**config.mk**
```make
export PLATFORM = sky130hd
export DESIGN_NAME = scan_cfg_top
export DESIGN_NICKNAME = d
export VERILOG_FILES = /design/src/rtl/scan_cfg_pkg.sv /design/src/rtl/scan_cfg_top.sv
export VERILOG_INCLUDE_DIRS = /design/src /design/src/rtl
export SDC_FILE = /design/constraint.sdc
export NUM_CORES = 1
export LEC_CHECK = 0
export BUFFER_PORTS_ARGS = -buffer_cell sky130_fd_sc_hd__buf_2
export CAP_MARGIN = 20
export CORE_ASPECT_RATIO = 0.6
export CORE_MARGIN = 1
export CORE_UTILIZATION = 38
export CTS_CLUSTER_DIAMETER = 150
export CTS_CLUSTER_SIZE = 40
export DETAILED_ROUTE_END_ITERATION = 8
export PLACE_DENSITY_LB_ADDON = 0.12
export SKIP_CTS_REPAIR_TIMING = 1
export SLEW_MARGIN = 40
export SYNTH_ARGS = -nofsm -noshare
export SYNTH_HDL_FRONTEND = slang
export SYNTH_SLANG_ARGS = --single-unit
```
**constraint.sdc**
```tcl
create_clock -name i_ref_clk -period 4.6 [get_ports i_ref_clk]
set_clock_uncertainty 0.2 [all_clocks]
set_input_delay 0.46 -clock i_ref_clk [delete_from_list [all_inputs] [get_ports i_ref_clk]]
set_output_delay 0.46 -clock i_ref_clk [all_outputs]
set_load 0.02 [all_outputs]
```
**src/rtl/scan_cfg_regs.svh**
```systemverilog
// Purpose: register offsets, field positions, writable masks and reset value
// Assumes: 32-bit register port, word offsets as byte addresses
// Notes: definitions only
`ifndef SCAN_CFG_REGS_SVH
`define SCAN_CFG_REGS_SVH
`define SC_ADDR_W 12
`define SC_OFF_SCAN_CTRL 12'h000
`define SC_OFF_TIMING 12'h004
`define SC_OFF_PERIPH 12'h008
`define SC_OFF_CMD 12'h010
`define SC_OFF_STATUS 12'h014
`define SC_OFF_DECODER 12'h018
// scan_control fields and writable mask
`define SC_CTRL_MASK 32'h0000_0edf
`define SC_CTRL_MODE_LSB 0
`define SC_CTRL_EVSEL_LSB 2
`define SC_CTRL_CONF_LSB 6
`define SC_CTRL_INV0_BIT 9
`define SC_CTRL_INV1_BIT 10
`define SC_CTRL_ALTEX_BIT 11
// timing_control fields and writable mask
`define SC_TIM_MASK 32'h00cf_f773
`define SC_TIM_FAST_LSB 0
`define SC_TIM_SLOW_LSB 4
`define SC_TIM_PER_LSB 8
`define SC_TIM_TOP_LSB 12
`define SC_TIM_DLY_LSB 22
// peripheral_control fields and writable mask
`define SC_PER_MASK 32'h0cf4_7fff
`define SC_PER_CH0OUT_LSB 6
`define SC_PER_CH1OUT_LSB 8
`define SC_PER_DPRE_LSB 10
`define SC_PER_DREF_BIT 18
`define SC_PER_CMP0_LSB 20
`define SC_PER_CMP1_LSB 22
`define SC_PER_WARM_LSB 26
`define SC_RESET_VALUE 32'h0000_0000
`define SC_CMD_START_BIT 0
`endif

```
**src/rtl/scan_cfg_pkg.sv**
```systemverilog
// Purpose: types shared by the scan configuration block
// Assumes: nothing
// Notes: constants live in scan_cfg_regs.svh
package scan_cfg_pkg;
   typedef enum logic [1:0] {
      MODE_PERIODIC = 2'b00,
      MODE_SINGLE = 2'b01,
      MODE_EVENT = 2'b10,
      MODE_RSVD = 2'b11
   } scan_mode_t;
   typedef enum logic [1:0] {
      CONF_DIRECT = 2'b00,
      CONF_SWAPPED = 2'b01,
      CONF_TOGGLE = 2'b10,
      CONF_DECODER = 2'b11
   } conf_sel_t;
   typedef enum logic [1:0] {
      ST_IDLE = 2'b00,
      ST_DELAY = 2'b01,
      ST_SENSE = 2'b10
   } scan_state_t;
   typedef struct packed {
      logic [3:0] input_select;
      logic supply_threshold_en;
      logic input_select_en;
      logic powered;
   } comparator_ctl_t;
   typedef struct packed {
      logic pin_en;
      logic internal_en;
      logic powered;
   } dac_ctl_t;
endpackage : scan_cfg_pkg

```
**src/rtl/scan_cfg_top.sv**
```systemverilog
// Purpose: scan trigger, timing prescalers and analog control of the sensor scanner
// Assumes: low-frequency and auxiliary clocks arrive as enable pulses on i_ref_clk
// Notes: the sequencer proper lives elsewhere; this block hands it channel and config set
`timescale 1ns/1ns
`default_nettype none
`include "scan_cfg_regs.svh"

// Functional notes
// - selector 0 uses config set equal channel
// - selector 1 swaps sets between halves
// - selector 2 toggles set x, x+8 per trigger
// - selector 3 takes set from decoder state
// - mode 0 scans on period counter overflow
// - mode 1 scans once per start command
// - slow timer clock divided by 2^code
// - fast timer oscillator divided 1,2,4,8
// - warm mode keeps analog parts powered idle
// - comparator1 mode selects controlled inputs
// - comparator0 mode works the same way
// - dac interface clock divided by prescale+1
// - dac1 routing selects pin and internal paths
// - dac0 codes 0 and 1 routing
// - dac0 codes 2 and 3 routing
module scan_cfg_top #(
   parameter int CHANNELS = 16
) (
   input wire logic i_ref_clk,
   input wire logic i_rst,
   input wire logic [`SC_ADDR_W-1:0] i_addr,
   input wire logic [31:0] i_wdata,
   input wire logic i_wr,
   input wire logic i_rd,
   output logic [31:0] o_rdata,
   input wire logic i_low_freq_tick,
   input wire logic i_aux_fast_tick,
   input wire logic [7:0] i_event_channel,
   input wire logic [3:0] i_decoder_state,
   input wire logic i_comparator0_raw,
   input wire logic i_comparator1_raw,
   output logic o_comparator0_eval,
   output logic o_comparator1_eval,
   output logic o_scan_start,
   output logic o_scan_busy,
   output logic [3:0] o_channel,
   output logic [3:0] o_config_set,
   output logic o_slow_timer_tick,
   output logic o_fast_timer_tick,
   output logic o_dac_clk_tick,
   output logic o_alt_excite_to_comparator,
   output scan_cfg_pkg::comparator_ctl_t o_comparator0_ctl,
   output scan_cfg_pkg::comparator_ctl_t o_comparator1_ctl,
   output scan_cfg_pkg::dac_ctl_t o_dac0_ctl,
   output scan_cfg_pkg::dac_ctl_t o_dac1_ctl,
   output logic o_dac_reference_select
);
   import scan_cfg_pkg::*;

   // ************************************************************
   // helpers
   // ************************************************************
   function automatic logic div_hit(input logic [6:0] cnt, input logic [2:0] code);
      logic [6:0] mask;
      mask = 7'((8'h01 << code) - 8'h01);
      div_hit = ((cnt & mask) == mask);
   endfunction : div_hit

   function automatic comparator_ctl_t cmp_ctl(input logic [1:0] mode, input logic pwr,
                                               input logic [3:0] chan);
      comparator_ctl_t c;
      c.input_select = chan;
      c.input_select_en = (mode == 2'h1) || (mode == 2'h2);
      c.supply_threshold_en = (mode == 2'h2);
      c.powered = pwr;
      cmp_ctl = c;
   endfunction : cmp_ctl

   function automatic dac_ctl_t dac_route(input logic [1:0] code, input logic pwr);
      dac_ctl_t d;
      d.pin_en = code[0];
      d.internal_en = code[1];
      d.powered = pwr;
      dac_route = d;
   endfunction : dac_route

   // ************************************************************
   // registers
   // ************************************************************
   logic [31:0] scan_control_reg;
   logic [31:0] timing_control_reg;
   logic [31:0] peripheral_control_reg;
   logic start_cmd;

   always_ff @(posedge i_ref_clk or posedge i_rst) begin
      if (i_rst) begin
         scan_control_reg <= `SC_RESET_VALUE;
         timing_control_reg <= `SC_RESET_VALUE;
         peripheral_control_reg <= `SC_RESET_VALUE;
      end else if (i_wr) begin
         // reserved bits are masked off so they always read zero
         if (i_addr == `SC_OFF_SCAN_CTRL) begin
            scan_control_reg <= i_wdata & `SC_CTRL_MASK;
         end else if (i_addr == `SC_OFF_TIMING) begin
            timing_control_reg <= i_wdata & `SC_TIM_MASK;
         end else if (i_addr == `SC_OFF_PERIPH) begin
            peripheral_control_reg <= i_wdata & `SC_PER_MASK;
         end
      end
   end

   assign start_cmd = i_wr && (i_addr == `SC_OFF_CMD) && i_wdata[`SC_CMD_START_BIT];

   scan_mode_t scan_trigger_mode;
   conf_sel_t scan_config_select;
   logic [2:0] scan_start_event_select;
   logic [1:0] start_delay;
   logic [7:0] period_top;
   logic [2:0] period_prescale;
   logic [2:0] slow_timer_prescale;
   logic [1:0] fast_timer_prescale;
   logic [1:0] analog_warm_mode;
   logic [4:0] dac_prescale;
   assign scan_trigger_mode = scan_mode_t'(scan_control_reg[`SC_CTRL_MODE_LSB +: 2]);
   assign scan_start_event_select = scan_control_reg[`SC_CTRL_EVSEL_LSB +: 3];
   assign scan_config_select = conf_sel_t'(scan_control_reg[`SC_CTRL_CONF_LSB +: 2]);
   assign fast_timer_prescale = timing_control_reg[`SC_TIM_FAST_LSB +: 2];
   assign slow_timer_prescale = timing_control_reg[`SC_TIM_SLOW_LSB +: 3];
   assign period_prescale = timing_control_reg[`SC_TIM_PER_LSB +: 3];
   assign period_top = timing_control_reg[`SC_TIM_TOP_LSB +: 8];
   assign start_delay = timing_control_reg[`SC_TIM_DLY_LSB +: 2];
   assign dac_prescale = peripheral_control_reg[`SC_PER_DPRE_LSB +: 5];
   assign analog_warm_mode = peripheral_control_reg[`SC_PER_WARM_LSB +: 2];

   // ************************************************************
   // prescalers
   // ************************************************************
   logic [6:0] slow_div_reg;
   logic [2:0] fast_div_reg;
   logic [4:0] dac_div_reg;

   // one free-running divider serves both slow-clock consumers
   always_ff @(posedge i_ref_clk or posedge i_rst) begin
      if (i_rst) begin
         slow_div_reg <= 7'h00;
      end else if (i_low_freq_tick) begin
         slow_div_reg <= slow_div_reg + 7'h01;
      end
   end

   always_ff @(posedge i_ref_clk or posedge i_rst) begin
      if (i_rst) begin
         fast_div_reg <= 3'h0;
      end else if (i_aux_fast_tick) begin
         fast_div_reg <= fast_div_reg + 3'h1;
      end
   end

   logic dac_hit;
   assign dac_hit = (dac_div_reg >= dac_prescale);
   always_ff @(posedge i_ref_clk or posedge i_rst) begin
      if (i_rst) begin
         dac_div_reg <= 5'h00;
      end else if (i_aux_fast_tick) begin
         dac_div_reg <= dac_hit ? 5'h00 : dac_div_reg + 5'h01;
      end
   end

   logic period_tick;
   assign period_tick = i_low_freq_tick && div_hit(slow_div_reg, period_prescale);
   assign o_slow_timer_tick = i_low_freq_tick && div_hit(slow_div_reg, slow_timer_prescale);
   assign o_fast_timer_tick = i_aux_fast_tick &&
                              div_hit({4'h0, fast_div_reg}, {1'b0, fast_timer_prescale});
   assign o_dac_clk_tick = i_aux_fast_tick && dac_hit;

   // ************************************************************
   // period counter and scan triggers
   // ************************************************************
   logic [7:0] period_cnt_reg;
   logic period_overflow;
   assign period_overflow = period_tick && (period_cnt_reg >= period_top);
   always_ff @(posedge i_ref_clk or posedge i_rst) begin
      if (i_rst) begin
         period_cnt_reg <= 8'h00;
      end else if (period_tick) begin
         period_cnt_reg <= period_overflow ? 8'h00 : period_cnt_reg + 8'h01;
      end
   end

   logic [7:0] event_prev_reg;
   always_ff @(posedge i_ref_clk or posedge i_rst) begin
      if (i_rst) begin
         event_prev_reg <= 8'h00;
      end else begin
         event_prev_reg <= i_event_channel;
      end
   end

   logic trigger;
   always_comb begin
      case (scan_trigger_mode)
         MODE_PERIODIC: trigger = period_overflow;
         MODE_SINGLE: trigger = start_cmd;
         MODE_EVENT: trigger = i_event_channel[scan_start_event_select] &&
                               !event_prev_reg[scan_start_event_select];
         default: trigger = 1'b0;
      endcase
   end

   // ************************************************************
   // scan sequence
   // ************************************************************
   scan_state_t state_reg;
   logic [3:0] chan_reg;
   logic [1:0] delay_reg;
   logic [15:0] toggle_reg;

   // a trigger while busy is dropped; scans never overlap
   always_ff @(posedge i_ref_clk or posedge i_rst) begin
      if (i_rst) begin
         state_reg <= ST_IDLE;
         chan_reg <= 4'h0;
         delay_reg <= 2'h0;
      end else begin
         case (state_reg)
            ST_IDLE: begin
               if (trigger) begin
                  chan_reg <= 4'h0;
                  delay_reg <= start_delay;
                  state_reg <= ST_DELAY;
               end
            end
            ST_DELAY: begin
               if (delay_reg == 2'h0) begin
                  state_reg <= ST_SENSE;
               end else if (i_low_freq_tick) begin
                  delay_reg <= delay_reg - 2'h1;
               end
            end
            ST_SENSE: begin
               if (i_low_freq_tick) begin
                  if (chan_reg == 4'(CHANNELS - 1)) begin
                     state_reg <= ST_IDLE;
                  end else begin
                     chan_reg <= chan_reg + 4'h1;
                     delay_reg <= start_delay;
                     state_reg <= ST_DELAY;
                  end
               end
            end
            default: state_reg <= ST_IDLE;
         endcase
      end
   end

   logic chan_done;
   assign chan_done = (state_reg == ST_SENSE) && i_low_freq_tick;
   always_ff @(posedge i_ref_clk or posedge i_rst) begin
      if (i_rst) begin
         toggle_reg <= 16'h0000;
      end else if (chan_done && scan_config_select == CONF_TOGGLE) begin
         toggle_reg[chan_reg] <= !toggle_reg[chan_reg];
      end
   end

   logic [3:0] conf_next;
   always_comb begin
      case (scan_config_select)
         CONF_DIRECT: conf_next = chan_reg;
         CONF_SWAPPED: conf_next = {!chan_reg[3], chan_reg[2:0]};
         CONF_TOGGLE: conf_next = {chan_reg[3] ^ toggle_reg[chan_reg], chan_reg[2:0]};
         default: conf_next = i_decoder_state;
      endcase
   end

   always_ff @(posedge i_ref_clk or posedge i_rst) begin
      if (i_rst) begin
         o_channel <= 4'h0;
         o_config_set <= 4'h0;
         o_scan_start <= 1'b0;
         o_scan_busy <= 1'b0;
      end else begin
         o_channel <= chan_reg;
         o_config_set <= conf_next;
         o_scan_start <= (state_reg == ST_IDLE) && trigger;
         o_scan_busy <= (state_reg != ST_IDLE);
      end
   end

   // ************************************************************
   // analog control
   // ************************************************************
   logic active;
   logic cmp_pwr;
   logic dac_pwr;
   assign active = (state_reg != ST_IDLE);
   assign cmp_pwr = active || analog_warm_mode[0];
   assign dac_pwr = active || analog_warm_mode[1];

   always_ff @(posedge i_ref_clk or posedge i_rst) begin
      if (i_rst) begin
         o_comparator0_ctl <= '0;
         o_comparator1_ctl <= '0;
         o_dac0_ctl <= '0;
         o_dac1_ctl <= '0;
         o_dac_reference_select <= 1'b0;
         o_alt_excite_to_comparator <= 1'b0;
         o_comparator0_eval <= 1'b0;
         o_comparator1_eval <= 1'b0;
      end else begin
         o_comparator0_ctl <= cmp_ctl(peripheral_control_reg[`SC_PER_CMP0_LSB +: 2], cmp_pwr,
                                      chan_reg);
         o_comparator1_ctl <= cmp_ctl(peripheral_control_reg[`SC_PER_CMP1_LSB +: 2], cmp_pwr,
                                      chan_reg);
         o_dac0_ctl <= dac_route(peripheral_control_reg[`SC_PER_CH0OUT_LSB +: 2],
                                 dac_pwr);
         o_dac1_ctl <= dac_route(peripheral_control_reg[`SC_PER_CH1OUT_LSB +: 2],
                                 dac_pwr);
         // the flag is passed through; choosing it right is up to software
         o_dac_reference_select <= peripheral_control_reg[`SC_PER_DREF_BIT];
         o_alt_excite_to_comparator <= scan_control_reg[`SC_CTRL_ALTEX_BIT];
         o_comparator0_eval <= i_comparator0_raw ^ scan_control_reg[`SC_CTRL_INV0_BIT];
         o_comparator1_eval <= i_comparator1_raw ^ scan_control_reg[`SC_CTRL_INV1_BIT];
      end
   end

   // ************************************************************
   // read port
   // ************************************************************
   always_ff @(posedge i_ref_clk or posedge i_rst) begin
      if (i_rst) begin
         o_rdata <= 32'h0000_0000;
      end else if (i_rd) begin
         if (i_addr == `SC_OFF_SCAN_CTRL) begin
            o_rdata <= scan_control_reg;
         end else if (i_addr == `SC_OFF_TIMING) begin
            o_rdata <= timing_control_reg;
         end else if (i_addr == `SC_OFF_PERIPH) begin
            o_rdata <= peripheral_control_reg;
         end else if (i_addr == `SC_OFF_STATUS) begin
            o_rdata <= {16'h0000, period_cnt_reg, conf_next, chan_reg[2:0], active};
         end else begin
            o_rdata <= 32'h0000_0000;
         end
      end else begin
         o_rdata <= 32'h0000_0000;
      end
   end
endmodule : scan_cfg_top
`default_nettype wire

```
# ---- Word-level counts from Yosys, hierarchy flattened
# Index checks and enable logic that the tools add are counted.
dict set report word_totals {
  register_bits 161
  out_inout_bits 69
  word_cells 146
}
dict set report classes {
  add_sub_neg 9
  order_cmp 5
  n_eq_ne 24
  n_shift 3
  muxes 33
  n_bitwise 8
  n_reduce_logical 33
}
# operator n
set op_table {}
lappend op_table {{$mux W28} 3}
lappend op_table {{$mux W32} 1}
lappend op_table {{$eq A12 B5 Y1 const B} 2}
lappend op_table {{$eq A7 B7 Y1} 3}
lappend op_table {{$sub A7 B1 Y7 const B} 3}
lappend op_table {{$bwmux W16} 1}
lappend op_table {{$mux W16} 1}
lappend op_table {{$mux W2} 8}
lappend op_table {{$and A7 B7 Y7} 2}
lappend op_table {{$shl A1 B3 Y7 const A} 2}
lappend op_table {{$eq A12 B3 Y1 const B} 1}
lappend op_table {{$eq A12 B4 Y1 const B} 1}
lappend op_table {{$logic_and A1 B1 Y1} 12}
lappend op_table {{$logic_not A12 Y1} 1}
lappend op_table {{$mux W4} 3}
lappend op_table {{$ne A2 B2 Y1 const B} 6}
lappend op_table {{$pmux W2 S3} 2}
lappend op_table {{$pmux W4 S3} 1}
lappend op_table {{$eq A2 B1 Y1 const B} 5}
lappend op_table {{$eq A2 B2 Y1 const B} 5}
lappend op_table {{$add A8 B1 Y8 const B} 1}
lappend op_table {{$ge A8 B8 Y1} 1}
lappend op_table {{$logic_not A2 Y1} 4}
lappend op_table {{$mux W8} 1}
lappend op_table {{other kinds (29)} 45}

# ---- Logic depth before layout (Yosys ltp)
# Gate-level depths: netlist of the first run.
dict set report depth {
  ltp_word 9
  mapped_depth 8
}

# ---- Worst setup path after synthesis of the first run
# OpenSTA, ideal clock, no wires.
dict set report synth_timing {
  path_type {register to register}
  startpoint {reg period_cnt_reg[0]}
  endpoint {reg delay_reg[0]}
  t_arrival_ns 2.214
  required_ns 4.274
  path_slack_ns 2.060
  stages_incl_launch_ff 9
  period_less_slack_ns 2.540
  path_cell_list {dfrtp_1 -> inv_1 -> ha_1 -> nand2b_1 -> a2111oi_0 -> o31ai_1 -> a41oi_1 -> or2_1 -> o311a_1}
}
dict set report synth_between {
  elab_chain_len 5
}
# element line_no
set synth_rtl {}
lappend synth_rtl {{from (decl)} scan_cfg_top.sv:177} ;# logic [7:0] period_cnt_reg;
lappend synth_rtl {{from (signal assigned)} scan_cfg_top.sv:184} ;# period_cnt_reg <= period_overflow ? 8'h00 : period_cnt_reg + 8'h01;
lappend synth_rtl {{$ge A8 B8 Y1} scan_cfg_top.sv:179} ;# assign period_overflow = period_tick && (period_cnt_reg >= period_top);
lappend synth_rtl {{$logic_and A1 B1 Y1} scan_cfg_top.sv:179}
lappend synth_rtl {{$pmux W1 S3} scan_cfg_top.sv:199} ;# case (scan_trigger_mode)
lappend synth_rtl {{$ne A2 B2 Y1 (no source line)} --}
lappend synth_rtl {{$reduce_and A6 Y1 (no source line)} --}
lappend synth_rtl {{to (signal assigned)} scan_cfg_top.sv:227} ;# delay_reg <= start_delay;
lappend synth_rtl {{to (signal assigned)} scan_cfg_top.sv:235} ;# delay_reg <= delay_reg - 2'h1;
lappend synth_rtl {{to (signal assigned)} scan_cfg_top.sv:244} ;# delay_reg <= start_delay;
lappend synth_rtl {{to (decl)} scan_cfg_top.sv:213} ;# logic [1:0] delay_reg;
# Every way passes these cells.
# A chain may end at the register's enable or synchronous reset.

# ---- Worst setup path after layout of the first run
dict set report layout_timing {
  startpoint {in i_addr[9]}
  endpoint {reg scan_control_reg[11]}
}
dict set report layout_between {
  elab_chain_len 2
}
# element line_no
set layout_rtl {}
lappend layout_rtl {{from (decl)} scan_cfg_top.sv:29} ;# input wire logic [`SC_ADDR_W-1:0] i_addr,
lappend layout_rtl {{$logic_not A12 Y1 (no source line)} --}
lappend layout_rtl {{$reduce_and A2 Y1 (no source line)} --}
lappend layout_rtl {{to (signal assigned)} scan_cfg_top.sv:95} ;# scan_control_reg <= `SC_RESET_VALUE;
lappend layout_rtl {{to (signal assigned)} scan_cfg_top.sv:101} ;# scan_control_reg <= i_wdata & `SC_CTRL_MASK;
lappend layout_rtl {{to (decl)} scan_cfg_top.sv:88} ;# logic [31:0] scan_control_reg;
# Every way passes these cells.

==> results.env, run 1 <==
MAXSLEWVIOLCOUNT=0
GRT_SETUP_UNREPAIRED='false'
DRT_ANTENNA_NET_COUNT=0
HP-CLASS='input pin to flip-flop'
FLOORPLAN.DIE.HEIGHT_UM=109
AREA.GROWTH.SYNTH_TO_FINAL_PCT=20.7
CRITPATHREQUIREDTIME_NS=4.70
GR-USAGE-ALL-LAYERS_PCT=20.1
VIOLATIONS_IN_THE_FINAL_REPORTS='design-rule violations'
CRIT_PATH_TOP_DELAY_CELL='sky130_fd_sc_hd__and2_1'
PLACE_WS_NS=1.12
DR.FIRST_ITER.DRC_COUNT=356
SYNTH_TOP_FAMILY_BY_AREA='multiplexers'
HOLD_VIOLATIONS=0
NETSWITCHINGPOWER_mW=1.23
CLK-INSERTION-DELAY-LATE_NS=0.42
WORST_EP_ARRIVAL_TIME_NS=3.15
CLOCK_TREE.HTREE_LEVEL_COUNT=4
CLOCK_PATH_BUFFERS=2
POST-ROUTE-PERIOD-UTIL_PCT=66.4
TIMING.REG2REG.SETUP_SLACK_NS=1.59
START_KIND='input pin'
FINAL_GP_CONGESTION=0.834
DETAIL_ROUTE.WIRELENGTH_UM=18700
CP_CELL_SEQUENCE='buf_2 > or4_1 > and4bb_1 > nand2b_1 > nor2_4 > and2_1 > mux2_2'
FIRST_GLOBAL_VIAS=5282
DETAILED_PLACE_HPWL_UM=13500
ANTENNADIODECOUNT=0
ASYNCSETRESETFLOPFRACSYNTH_PCT=100
LAYOUT_COMMON_CELLS='155 x sky130_fd_sc_hd__dfrtp_1, 120 x sky130_fd_sc_hd__buf_2, 65 x sky130_fd_sc_hd__mux2_2, 44 x sky130_fd_sc_hd__nor2_1, 38 x sky130_fd_sc_hd__inv_1'
TOTAL_POWER_mW=3.90
PORTS=133
SYNTH_AREA_IN_COMPOUND_GATES_PCT=10.4
YS_SEQ_AREA_SHARE_PCT=53.7
COMBINATIONALPOWERSHARE_PCT=18.6
SYNTH.LARGEST_AREA_CELL='sky130_fd_sc_hd__dfrtp_1'
P_SW_SHARE_PCT=31.5
LAYOUT_COMMONEST_CELL='sky130_fd_sc_hd__dfrtp_1'
YOSYS.AREA_SHARE.ADDER_PCT=4.16
DIEAREA_UM2=19600
MAX-SLEW-MARGIN-REL_PCT=44.0
SYNTHDISTINCTLIBCELLS=61
DRT_FIRST_PASS_ITERS=8
CRITICALPATHCATEGORY='input pin to flip-flop'
TOTAL_SETUP_VIOLATIONS_REPORTED_AT_THE_END_OF_THE_FLOW=0
CTS_TREE='done'
POST_SYNTH_EDFFS=0
VIAS=5237
FLOORPLAN.INITIALDENSITY_PCT=39.4
NUMBER_OF_VIOLATIONS_OF_THE_MAX_CAPACITANCE_LIMIT=0
ANTENNA_FOUND_INITIAL=0
ROOT_BUFFER='sky130_fd_sc_hd__clkbuf_16'
SYNTH.TOP_CELLS.BY_AREA='sky130_fd_sc_hd__dfrtp_1 54%, sky130_fd_sc_hd__mux2_2 10%, sky130_fd_sc_hd__ha_1 4.2%, sky130_fd_sc_hd__nor2_1 2.3%, sky130_fd_sc_hd__o21ai_0 2.1%'
SYNTH-WARNING-COUNT=0
SETUP_TNS_NS=0
DRCVIOLATIONCOUNT=9
GRT_FIRST_PASS_WIRELENGTH_UM=29600
SYNTH.CELL_AREA_UM2=7220
FINALNETCOUNT=823
P_PER_AREA_nW_PER_UM2=448
CTS_BUFFERS=17
FLOORPLAN.DIE.WIDTH_UM=180
DOMINANTREGCELLSYNTH='sky130_fd_sc_hd__dfrtp_1'
YS_SEQ_ELEMENTS=155
PLACEMENTROWS=38
RUN_STATUS='finished, violations left'
PLACEDINSTANCEAREA_UM2=8000
MAX_SLEW.WORST_PIN.SLEW_NS=0.819
POST_ROUTE_STANDARD_CELL_AREA_EXCLUDING_FILLERS_UM2=8710
MUXSHAREOFSYNTHAREA_PCT=14.1
CP_SLOWEST_STAGE_DELAY_NS=0.60
INTERNAL-POWER_mW=2.67
ROUTE.DETAILED.VIAS_PER_INST=5.30
CTS.SINK_COUNT=155
POWER.SHARE.SEQUENTIAL_PCT=44.0
MIN_PERIOD_NS=3.06
HOLDWS_NS=0.0237
MAX_CLOCK_FREQ_MHz=327
GRT_MAX_DEGREE=57
SYN_INST=616
CLOCK_POWER_SHARE_PCT=37.4
YOSYS.AREA_SHARE.SIMPLE_PCT=11.0
POSTSYNTHAREAPERCELL_UM2=11.7
N_FILL_CELL=1679
FLIP_FLOP_COUNT_OF_THE_LARGEST_REGISTER_AFTER_LAYOUT=26
GRT-OVFL-TOTAL=0
ENDPOINT_KIND='flip-flop'
POWER.STATIC_LEAKAGE_nW=4.34
VDD_IR_DROP_MAX_mV=0.243
CORE_REGION_AREA_UM2=18300
ROUTED_WIRE_LENGTH_PER_INSTANCE_UM=18.9
PORT_BUFFERS=120
SYNTH_XOR_AREA_SHARE_PCT=1.21
CLK_PIN_SLEW_NS=0.06
SETUP_WS_NS=1.54
DRIVE_GT1_SHARE_PCT=33.2
WORST-PATH-MAX-FANOUT=10
YOSYS.AREA.TOP_TYPE_SHARE_PCT=53.7
-- cells by family after synthesis --
group           count (synthesis)
buf+inv                        80
compound gates                110
mux                            83
xor+xnor                       10
fa+ha+maj                      24
flops                         155
simple gates                  153
other cells                     1
-- power by group through the flow --
stage	Combinational, mW	Sequential, mW	Clock (mW)
2_1_floorplan	0.563	1.69	0
4_1_cts	0.722	1.71	1.49
3_3_place_gp	0.705	1.73	0
3_5_place_dp	0.720	1.74	0
5_1_grt	0.797	1.74	1.55
6_report	0.727	1.71	1.46
-- synth_stat cells, drive strengths merged, types with 6 or more instances --
cell type and instances:
a21oi 18, a221oi 7, a222oi 8, a22oi 9, and3 13, buf 26
clkbuf 15, dfrtp 155, ha 24, inv 39, mux2 75, nand2 28
nand2b 15, nand3 9, nor2 46, nor2b 9, nor3 10, o21ai 32
o31ai 9, xor2 6
-- through the flow --
stage | std cells | util [%]
3_5_place_dp | 947 | 43.7
2_1_floorplan | 621 | -
6_report | 988 | 47.6
5_1_grt | 988 | 47.6
4_1_cts | 979 | 47.1
3_3_place_gp | 945 | 43.4
-- cell type report --
type	count	area, µm²	area share, %
flip-flops and latches	155	3880	44.5
multi-input cells	386	2980	34.2
repair buffers	136	788	9.05
clock buffers	19	443	5.09
well taps	240	300	3.45
clock inverters	13	168	1.93
inverters	39	150	1.72
-- critical path, delay by kind of cell --
kind	cells	cell delay (ns)
mux	1	0.41
buf+inv	1	0.10
simple gates	5	2.17
-- routing by layer --
metal	wire length [µm]	vias to the layer above	GRT usage [%]
li1	-	2409	-
met1	9890	2650	30.4
met2	7650	168	28.0
met3	1010	10	4.74
met4	132	0	6.28
met5	0	-	0
-- worst paths after layout --
check,from,to,cells after the start
min in group asynchronous,i_rst,o_comparator1_ctl[0],3
setup / recovery,i_addr[9],scan_control_reg[11],7
hold / removal,i_comparator0_raw,o_comparator0_eval,2
max in group asynchronous,i_rst,fast_div_reg[2],6
setup reg to reg,period_cnt_reg[0],chan_reg[2],8
hold reg to reg,scan_control_reg[11],o_alt_excite_to_comparator,0
(Power assumes the default switching activity.)
==> run 2: changes to the inputs <==
Settings changed: ABC_AREA set to 1.
Clock period 4.6 ns to 2.5 ns, I/O delays scaled along.
==> results.env, run 2 <==
SYNTH.CELL_AREA_UM2=7270  # +0.78%
PLACE_WS_NS=0.185  # -0.933 ns
CORE_REGION_AREA_UM2=18400  # +0.52%
SYNTH.TOP_CELLS.BY_AREA='sky130_fd_sc_hd__dfrtp_1 53%, sky130_fd_sc_hd__nand2_1 8.4%, sky130_fd_sc_hd__inv_1 7.1%, sky130_fd_sc_hd__ha_1 4.1%, sky130_fd_sc_hd__o21ai_0 4.1%'
ANTENNADIODECOUNT=0  # unchanged
GRT-OVFL-TOTAL=0  # unchanged
CRITICALPATHCATEGORY='flip-flop to output port'
FLIP_FLOP_COUNT_OF_THE_LARGEST_REGISTER_AFTER_LAYOUT=26  # unchanged
PLACEMENTROWS=38  # unchanged
SETUP_TNS_NS=-0.0335  # -0.0335 ns
SYNTH-WARNING-COUNT=0  # unchanged
LAYOUT_COMMON_CELLS='162 x sky130_fd_sc_hd__nand2_1, 155 x sky130_fd_sc_hd__dfrtp_1, 135 x sky130_fd_sc_hd__inv_1, 119 x sky130_fd_sc_hd__buf_2, 67 x sky130_fd_sc_hd__nor2_1'
DRIVE_GT1_SHARE_PCT=20.5  # -13 points
CRITPATHREQUIREDTIME_NS=2.05  # -2.65 ns
CLOCK_PATH_BUFFERS=2  # unchanged
VDD_IR_DROP_MAX_mV=0.497  # +100%
FLOORPLAN.DIE.HEIGHT_UM=109  # +0.38%
WORST_EP_ARRIVAL_TIME_NS=2.08  # -1.07 ns
CRIT_PATH_TOP_DELAY_CELL='sky130_fd_sc_hd__dfrtp_1'
ROOT_BUFFER='sky130_fd_sc_hd__clkbuf_16'
YS_SEQ_AREA_SHARE_PCT=53.3  # -0.42 points
CP_CELL_SEQUENCE='inv_2 > ha_4 > o21a_1 > o21a_1 > o21ai_1 > nand2_1 > a21oi_2 > nor2_2 > buf_6'
WORSTHOLDENDPOINT='peripheral_control_reg[9]'
ROUTED_WIRE_LENGTH_PER_INSTANCE_UM=15.3  # -19%
TOTAL_SETUP_VIOLATIONS_REPORTED_AT_THE_END_OF_THE_FLOW=1  # +1
POST-ROUTE-PERIOD-UTIL_PCT=101
TIMING.REG2REG.WORST_PATH_DEPTH=15  # +7
REGTOREGENDPOINT='chan_reg[2]'
MAX_SLEW.WORST_PIN.SLEW_NS=0.528  # -0.291 ns
MUXSHAREOFSYNTHAREA_PCT=1.75  # -12 points
WORST_PATH_MOST_REPEATED_CELL='sky130_fd_sc_hd__o21a_1'
CLK_PIN_SLEW_NS=0.06  # about the same
FINAL_GP_CONGESTION=0.814  # -2.5%
GRT_SETUP_UNREPAIRED='true'
GRT_FIRST_PASS_WIRELENGTH_UM=30400  # +2.4%
SETUP_WS_NS=-0.0335  # -1.58 ns
DR.FIRST_ITER.DRC_COUNT=350  # -1.7%
PLACEDINSTANCEAREA_UM2=8210  # +2.6%
POST_ROUTE_STANDARD_CELL_AREA_EXCLUDING_FILLERS_UM2=9240  # +6.1%
SYN_INST=820  # +33%
CTS_TREE='done'
P_PER_AREA_nW_PER_UM2=732  # +63%
YS_SEQ_ELEMENTS=155  # unchanged
MAX-SLEW-MARGIN-REL_PCT=64.8  # +21 points
MAX_CLOCK_FREQ_MHz=395
MIN_PERIOD_NS=2.53
PORT_BUFFERS=120  # unchanged
NETLIST_TOP_CELLS_COUNT='162 x sky130_fd_sc_hd__nand2_1, 155 x sky130_fd_sc_hd__dfrtp_1, 137 x sky130_fd_sc_hd__inv_1'
HP-CLASS='input pin to flip-flop'
ASYNCSETRESETFLOPFRACSYNTH_PCT=100  # unchanged
PORTS=133  # unchanged
WORST_HOLD_STARTPOINT='i_wdata[9]'
CP_SLOWEST_STAGE_DELAY_NS=0.40  # -0.20 ns
POSTSYNTHAREAPERCELL_UM2=8.87  # -24%
ENDPOINT_KIND='output port'
SYNTH_TOP_FAMILY_BY_AREA='simple AND/OR/NAND/NOR gates'
YOSYS.AREA_SHARE.ADDER_PCT=4.13  # -0.032 points
LAYOUT_COMMONEST_CELL='sky130_fd_sc_hd__nand2_1'
AREA.GROWTH.SYNTH_TO_FINAL_PCT=27.1
POWER.STATIC_LEAKAGE_nW=4.95  # +14%
CTS_BUFFERS=17  # unchanged
SYNTH.LARGEST_AREA_CELL='sky130_fd_sc_hd__dfrtp_1'
DRT_ANTENNA_NET_COUNT=0  # unchanged
GRT_MAX_DEGREE=74  # +30%
VIAS=5811  # +11%
DRT_FIRST_PASS_ITERS=4  # -4
START_KIND='flip-flop'
DOMINANTREGCELLSYNTH='sky130_fd_sc_hd__dfrtp_1'
DIEAREA_UM2=19700  # +0.77%
GR-USAGE-ALL-LAYERS_PCT=20.5  # +0.45 points
POST_SYNTH_EDFFS=0  # unchanged
FIRST_GLOBAL_VIAS=5538  # +4.8%
HOLD_VIOLATIONS=6  # +6
YOSYS.AREA_SHARE.SIMPLE_PCT=18.5  # +7.5 points
DRCVIOLATIONCOUNT=0  # -9
TIMING.HOLD.WORST_PATH_DEPTH=3  # +1
SYNTH_AREA_IN_COMPOUND_GATES_PCT=10.3  # -0.046 points
FLOORPLAN.INITIALDENSITY_PCT=39.5  # +0.10 points
YOSYS.AREA.TOP_TYPE_SHARE_PCT=53.3  # -0.42 points
NUMBER_OF_VIOLATIONS_OF_THE_MAX_CAPACITANCE_LIMIT=0  # unchanged
CLK-INSERTION-DELAY-LATE_NS=0.43  # about the same
N_FILL_CELL=1744  # +3.9%
FINISH.CELL_COUNT_WITHOUT_FILLERS=1246  # +26%
FLOORPLAN.DIE.WIDTH_UM=181  # +0.38%
ANTENNA_FOUND_INITIAL=0  # unchanged
HOLDWS_NS=-0.0412  # -0.0649 ns
YOSYS.CELL_COUNT.TOP_TYPE='sky130_fd_sc_hd__nand2_1'
VIOLATIONS_IN_THE_FINAL_REPORTS='negative hold slack, negative setup slack'
ROUTE.DETAILED.VIAS_PER_INST=4.66  # -12%
SYNTHDISTINCTLIBCELLS=41  # -33%
WORST-PATH-MAX-FANOUT=4  # -6
FINALCOREUTILIZATION_PCT=50.2  # +2.7 points
SYNTH_XOR_AREA_SHARE_PCT=1.69  # +0.47 points
CTS.SINK_COUNT=155  # unchanged
DETAILED_PLACE_HPWL_UM=13700  # +1.2%
TOTAL_POWER_mW=6.76  # +73%
CLOCK_TREE.HTREE_LEVEL_COUNT=4  # unchanged
TIMING.REG2REG.SETUP_SLACK_NS=0.31  # -1.28 ns
DETAIL_ROUTE.WIRELENGTH_UM=19100  # +2.2%
FINALNETCOUNT=1082  # +31%
NUMBER_OF_PLACED_INSTANCES_TAPS_INCLUDED=1175  # +24%
RUN_STATUS='finished, violations left'
REG2REG_FROM='period_cnt_reg[0]'
MAXSLEWVIOLCOUNT=0  # unchanged
[run 2: cell types whose count changed after synthesis, moves of 9 or more]
cell,change
sky130_fd_sc_hd__nor2b_1,-9
sky130_fd_sc_hd__o21ai_0,+29
sky130_fd_sc_hd__and3_1,-13
sky130_fd_sc_hd__nand3_1,+18
sky130_fd_sc_hd__nand2b_1,-15
sky130_fd_sc_hd__o31ai_1,-9
sky130_fd_sc_hd__inv_1,+98
sky130_fd_sc_hd__nand2_1,+135
sky130_fd_sc_hd__nor2_1,+24
sky130_fd_sc_hd__a22oi_1,-9
sky130_fd_sc_hd__mux2_4,-10
sky130_fd_sc_hd__mux2_2,-59
sky130_fd_sc_hd__o211ai_1,+20
sky130_fd_sc_hd__a21oi_1,+10
[run 2: kinds of logic after synthesis]
group           count (synthesis)
mux                            12
simple gates                  308
xor+xnor                       14
other cells                     1
compound gates                130
buf+inv                       176
flops                         155
fa+ha+maj                      24
[run 2: cell type report]
cell class / instances / area (µm²) / share of cell area, %
repair buffers: 185 / 1230 / 13.3
inverters: 141 / 534 / 5.78
multi-input cells: 494 / 2700 / 29.2
well taps: 240 / 300 / 3.25
flip-flops and latches: 155 / 3880 / 42.0
clock buffers: 19 / 453 / 4.90
clock inverters: 12 / 148 / 1.60
[run 2: metal layers]
| layer | global-route usage, % | routed length, µm | up-vias |
|---|---|---|---|
| li1 | - | - | 2952 |
| met5 | 0 | 0 | - |
| met4 | 6.11 | 176 | 0 |
| met2 | 26.8 | 7340 | 150 |
| met3 | 4.51 | 915 | 11 |
| met1 | 32.8 | 10700 | 2698 |
[run 2: worst max-delay path: cells and delay by family (launching register included)]
kind,cells,cell delay [ns]
AOI/OAI and AO/OA,4,0.66
adders and majority gates,1,0.19
buffers and inverters,2,0.23
DFF,1,0.40
and+or+nand+nor,2,0.18
[run 2: how the worst max path moves through the flow]
| stage | start | end | slack (ns) | depth (start not counted) |
|---|---|---|---|---|
| 6_report | dac_div_reg[0] | o_dac_clk_tick | -0.03 | 9 |
| 5_1_grt | dac_div_reg[0] | o_dac_clk_tick | -0.20 | 9 |
| 4_1_cts | dac_div_reg[0] | o_dac_clk_tick | -0.22 | 9 |
| 3_5_place_dp | period_cnt_reg[0] | chan_reg[3] | 0.18 | 15 |
| 3_3_place_gp | period_cnt_reg[0] | chan_reg[3] | 0.22 | 15 |
| 2_1_floorplan | i_rst | chan_reg[0] | 0.09 | 1 |
[run 2: report_power, final]
| part | internal, mW | switching, mW |
|---|---|---|
| Combinational | 0.461 | 0.836 |
| Sequential | 2.70 | 0.139 |
| Clock | 1.61 | 1.02 |
==> run 3: changes to the inputs <==
Settings changed: CORE_MARGIN 1 to 4.
Clock period 2.5 ns to 3 ns, I/O delays scaled along.
==> results.env, run 3 (same netlist as run 2, synthesis figures left out) <==
RUN_STATUS='finished, violations left'
VIOLATIONS_IN_THE_FINAL_REPORTS='negative hold slack'
ROOT_BUFFER='sky130_fd_sc_hd__clkbuf_16'
FLOORPLAN.DIE.WIDTH_UM=187  # +3.3%
FLOORPLAN.DIE.HEIGHT_UM=115  # +5.5%
TIMING.REG2REG.SETUP_SLACK_NS=0.56  # +0.25 ns
POST-ROUTE-PERIOD-UTIL_PCT=93.0
REGTOREGENDPOINT='chan_reg[0]'
CP_SLOWEST_STAGE_DELAY_NS=0.40  # about the same
PORTS=133  # unchanged
CRITPATHREQUIREDTIME_NS=2.50  # +0.45 ns
DRCVIOLATIONCOUNT=0  # unchanged
FINALNETCOUNT=1063  # -1.8%
MIN_PERIOD_NS=2.79
MAX-SLEW-MARGIN-REL_PCT=55.3  # -9.5 points
ANTENNADIODECOUNT=0  # unchanged
DR.FIRST_ITER.DRC_COUNT=369  # +5.4%
MAXSLEWVIOLCOUNT=0  # unchanged
CLK_PIN_SLEW_NS=0.06  # about the same
WORST-PATH-MAX-FANOUT=4  # unchanged
HP-CLASS='input pin to flip-flop'
DETAIL_ROUTE.WIRELENGTH_UM=19100  # +0.18%
DRT_FIRST_PASS_ITERS=5  # +1
PORT_BUFFERS=120  # unchanged
SETUP_TNS_NS=0  # +0.0335 ns
PLACE_WS_NS=0.567  # +0.382 ns
GRT_FIRST_PASS_WIRELENGTH_UM=30300  # -0.14%
LAYOUT_COMMON_CELLS='162 x sky130_fd_sc_hd__nand2_1, 155 x sky130_fd_sc_hd__dfrtp_1, 136 x sky130_fd_sc_hd__inv_1, 120 x sky130_fd_sc_hd__buf_2, 68 x sky130_fd_sc_hd__nor2_1'
CP_CELL_SEQUENCE='inv_1 > ha_1 > o21a_1 > o21a_1 > o21ai_0 > nand2_1 > a21oi_1 > nor2_1 > buf_2'
CORE_REGION_AREA_UM2=18400  # unchanged
FLOORPLAN.INITIALDENSITY_PCT=39.5  # unchanged
HOLDWS_NS=-0.0172  # +0.0240 ns
TOTAL_SETUP_VIOLATIONS_REPORTED_AT_THE_END_OF_THE_FLOW=0  # -1
FINAL_GP_CONGESTION=0.788  # -3.2%
START_KIND='flip-flop'
CRITICALPATHCATEGORY='flip-flop to output port'
ANTENNA_FOUND_INITIAL=0  # unchanged
WORST_EP_ARRIVAL_TIME_NS=2.29  # +0.21 ns
PLACEMENTROWS=38  # unchanged
WORST_HOLD_STARTPOINT='i_wdata[3]'
DRT_ANTENNA_NET_COUNT=0  # unchanged
CLOCK_TREE.HTREE_LEVEL_COUNT=4  # unchanged
WORST_PATH_MOST_REPEATED_CELL='sky130_fd_sc_hd__o21a_1'
CRIT_BUF_INV=2  # unchanged
AREA.GROWTH.SYNTH_TO_FINAL_PCT=24.0
CTS_TREE='done'
FINALCOREUTILIZATION_PCT=49.0  # -1.2 points
NUMBER_OF_VIOLATIONS_OF_THE_MAX_CAPACITANCE_LIMIT=0  # unchanged
N_FILL_CELL=1770  # +1.5%
CLOCK_PATH_BUFFERS=2  # unchanged
CRIT_PATH_TOP_DELAY_CELL='sky130_fd_sc_hd__dfrtp_1'
FIRST_GLOBAL_VIAS=5414  # -2.2%
GRT_MAX_DEGREE=92  # +24%
FLIP_FLOP_COUNT_OF_THE_LARGEST_REGISTER_AFTER_LAYOUT=26  # unchanged
TIMING.HOLD.WORST_PATH_DEPTH=3  # unchanged
TIMING.CRITICAL_PATH.MAX_DELAY_FAMILY='compound AO/OA/AOI/OAI gates'
ROUTE.DETAILED.VIAS_PER_INST=4.72  # +1.1%
LAYOUT_COMMONEST_CELL='sky130_fd_sc_hd__nand2_1'
DIEAREA_UM2=21500  # +9.0%
P_PER_AREA_nW_PER_UM2=621  # -15%
VDD_IR_DROP_MAX_mV=0.396  # -20%
GRT_SETUP_UNREPAIRED='false'
MAX_SLEW.WORST_PIN.SLEW_NS=0.670  # +0.142 ns
WORSTHOLDENDPOINT='scan_control_reg[3]'
CTS.SINK_COUNT=155  # unchanged
ROUTED_WIRE_LENGTH_PER_INSTANCE_UM=15.6  # +1.7%
GR-USAGE-ALL-LAYERS_PCT=18.0  # -2.5 points
REG2REG_FROM='period_cnt_reg[0]'
DETAILED_PLACE_HPWL_UM=13700  # +0.35%
TIMING.REG2REG.WORST_PATH_DEPTH=15  # unchanged
CTS_BUFFERS=17  # unchanged
VIAS=5792  # -0.33%
GRT-OVFL-TOTAL=0  # unchanged
SETUP_WS_NS=0.211  # +0.245 ns
POWER.STATIC_LEAKAGE_nW=4.85  # -2.1%
MAX_CLOCK_FREQ_MHz=359
ENDPOINT_KIND='output port'
CLK-INSERTION-DELAY-LATE_NS=0.42  # about the same
HOLD_VIOLATIONS=4  # -2
DRIVE_GT1_SHARE_PCT=19.4  # -1.0 points
-- run 3: layer usage --
| layer | wire [µm] | share of wire (%) | vias to the layer above | track usage (%) |
|---|---|---|---|---|
| li1 | - | - | 2909 | - |
| met1 | 10500 | 55 | 2701 | 29.1 |
| met2 | 7370 | 39 | 170 | 24.0 |
| met3 | 1080 | 5.6 | 12 | 3.97 |
| met4 | 144 | 0.75 | 0 | 4.58 |
| met5 | 0 | 0 | - | 0 |
-- run 3: metrics by stage --
| stage | hold WS (ns) | cells | power, mW | area [µm²] |
|---|---|---|---|---|
| CTS | -0.216 | 1198 | 5.63 | 8720 |
| floorplan | 0.131 | 825 | 3.10 | 7300 |
| global route | 0.00705 | 1228 | 5.91 | 9020 |
| finish | -0.0172 | 1228 | 5.60 | 9020 |
| detailed placement | 0.197 | 1166 | 3.40 | 8120 |
| global placement | 0.196 | 1166 | 3.41 | 8120 |
-- run 3: how the worst max path moves through the flow --
| stage | from | to | slack (ns) | depth (start not counted) |
|---|---|---|---|---|
| 3_3_place_gp | period_cnt_reg[0] | chan_reg[3] | 0.61 | 15 |
| 3_5_place_dp | period_cnt_reg[0] | chan_reg[2] | 0.57 | 15 |
| 2_1_floorplan | i_rst | chan_reg[0] | 0.54 | 1 |
| 4_1_cts | dac_div_reg[0] | o_dac_clk_tick | 0.18 | 9 |
| 6_report | dac_div_reg[0] | o_dac_clk_tick | 0.21 | 9 |
| 5_1_grt | dac_div_reg[0] | o_dac_clk_tick | 0.05 | 9 |
-- run 3: where the power goes --
| part | total (mW) | switching (mW) | internal, mW |
|---|---|---|---|
| Sequential | 2.38 | 0.128 | 2.25 |
| Combinational | 1.03 | 0.679 | 0.348 |
| Clock | 2.20 | 0.887 | 1.31 |
-- run 3: worst reg2reg max path: stages (launching register included) --
cell and delay [ns]:
sky130_fd_sc_hd__dfrtp_1 0.35, sky130_fd_sc_hd__inv_1 0.10, sky130_fd_sc_hd__ha_1 0.29, sky130_fd_sc_hd__inv_1 0.03, sky130_fd_sc_hd__a21boi_0 0.16, sky130_fd_sc_hd__nor2_1 0.08
sky130_fd_sc_hd__o21ai_0 0.27, sky130_fd_sc_hd__nand2_1 0.09, sky130_fd_sc_hd__nand2_1 0.12, sky130_fd_sc_hd__nand2_4 0.10, sky130_fd_sc_hd__nand2_1 0.09, sky130_fd_sc_hd__nand2_2 0.07
sky130_fd_sc_hd__nand2_4 0.11, sky130_fd_sc_hd__nand3_2 0.13, sky130_fd_sc_hd__nand2_1 0.10, sky130_fd_sc_hd__nand2_1 0.05
-- run 3: layout make-up --
| cell class | instances | area, µm² | area share, % |
|---|---|---|---|
| clock buffer | 18 | 429 | 4.76 |
| clock inverter | 14 | 171 | 1.90 |
| inverter | 141 | 534 | 5.92 |
| multi-input combinational | 494 | 2670 | 29.6 |
| sequential | 155 | 3880 | 43.0 |
| tap | 240 | 300 | 3.33 |
| timing repair buffer | 166 | 1040 | 11.5 |
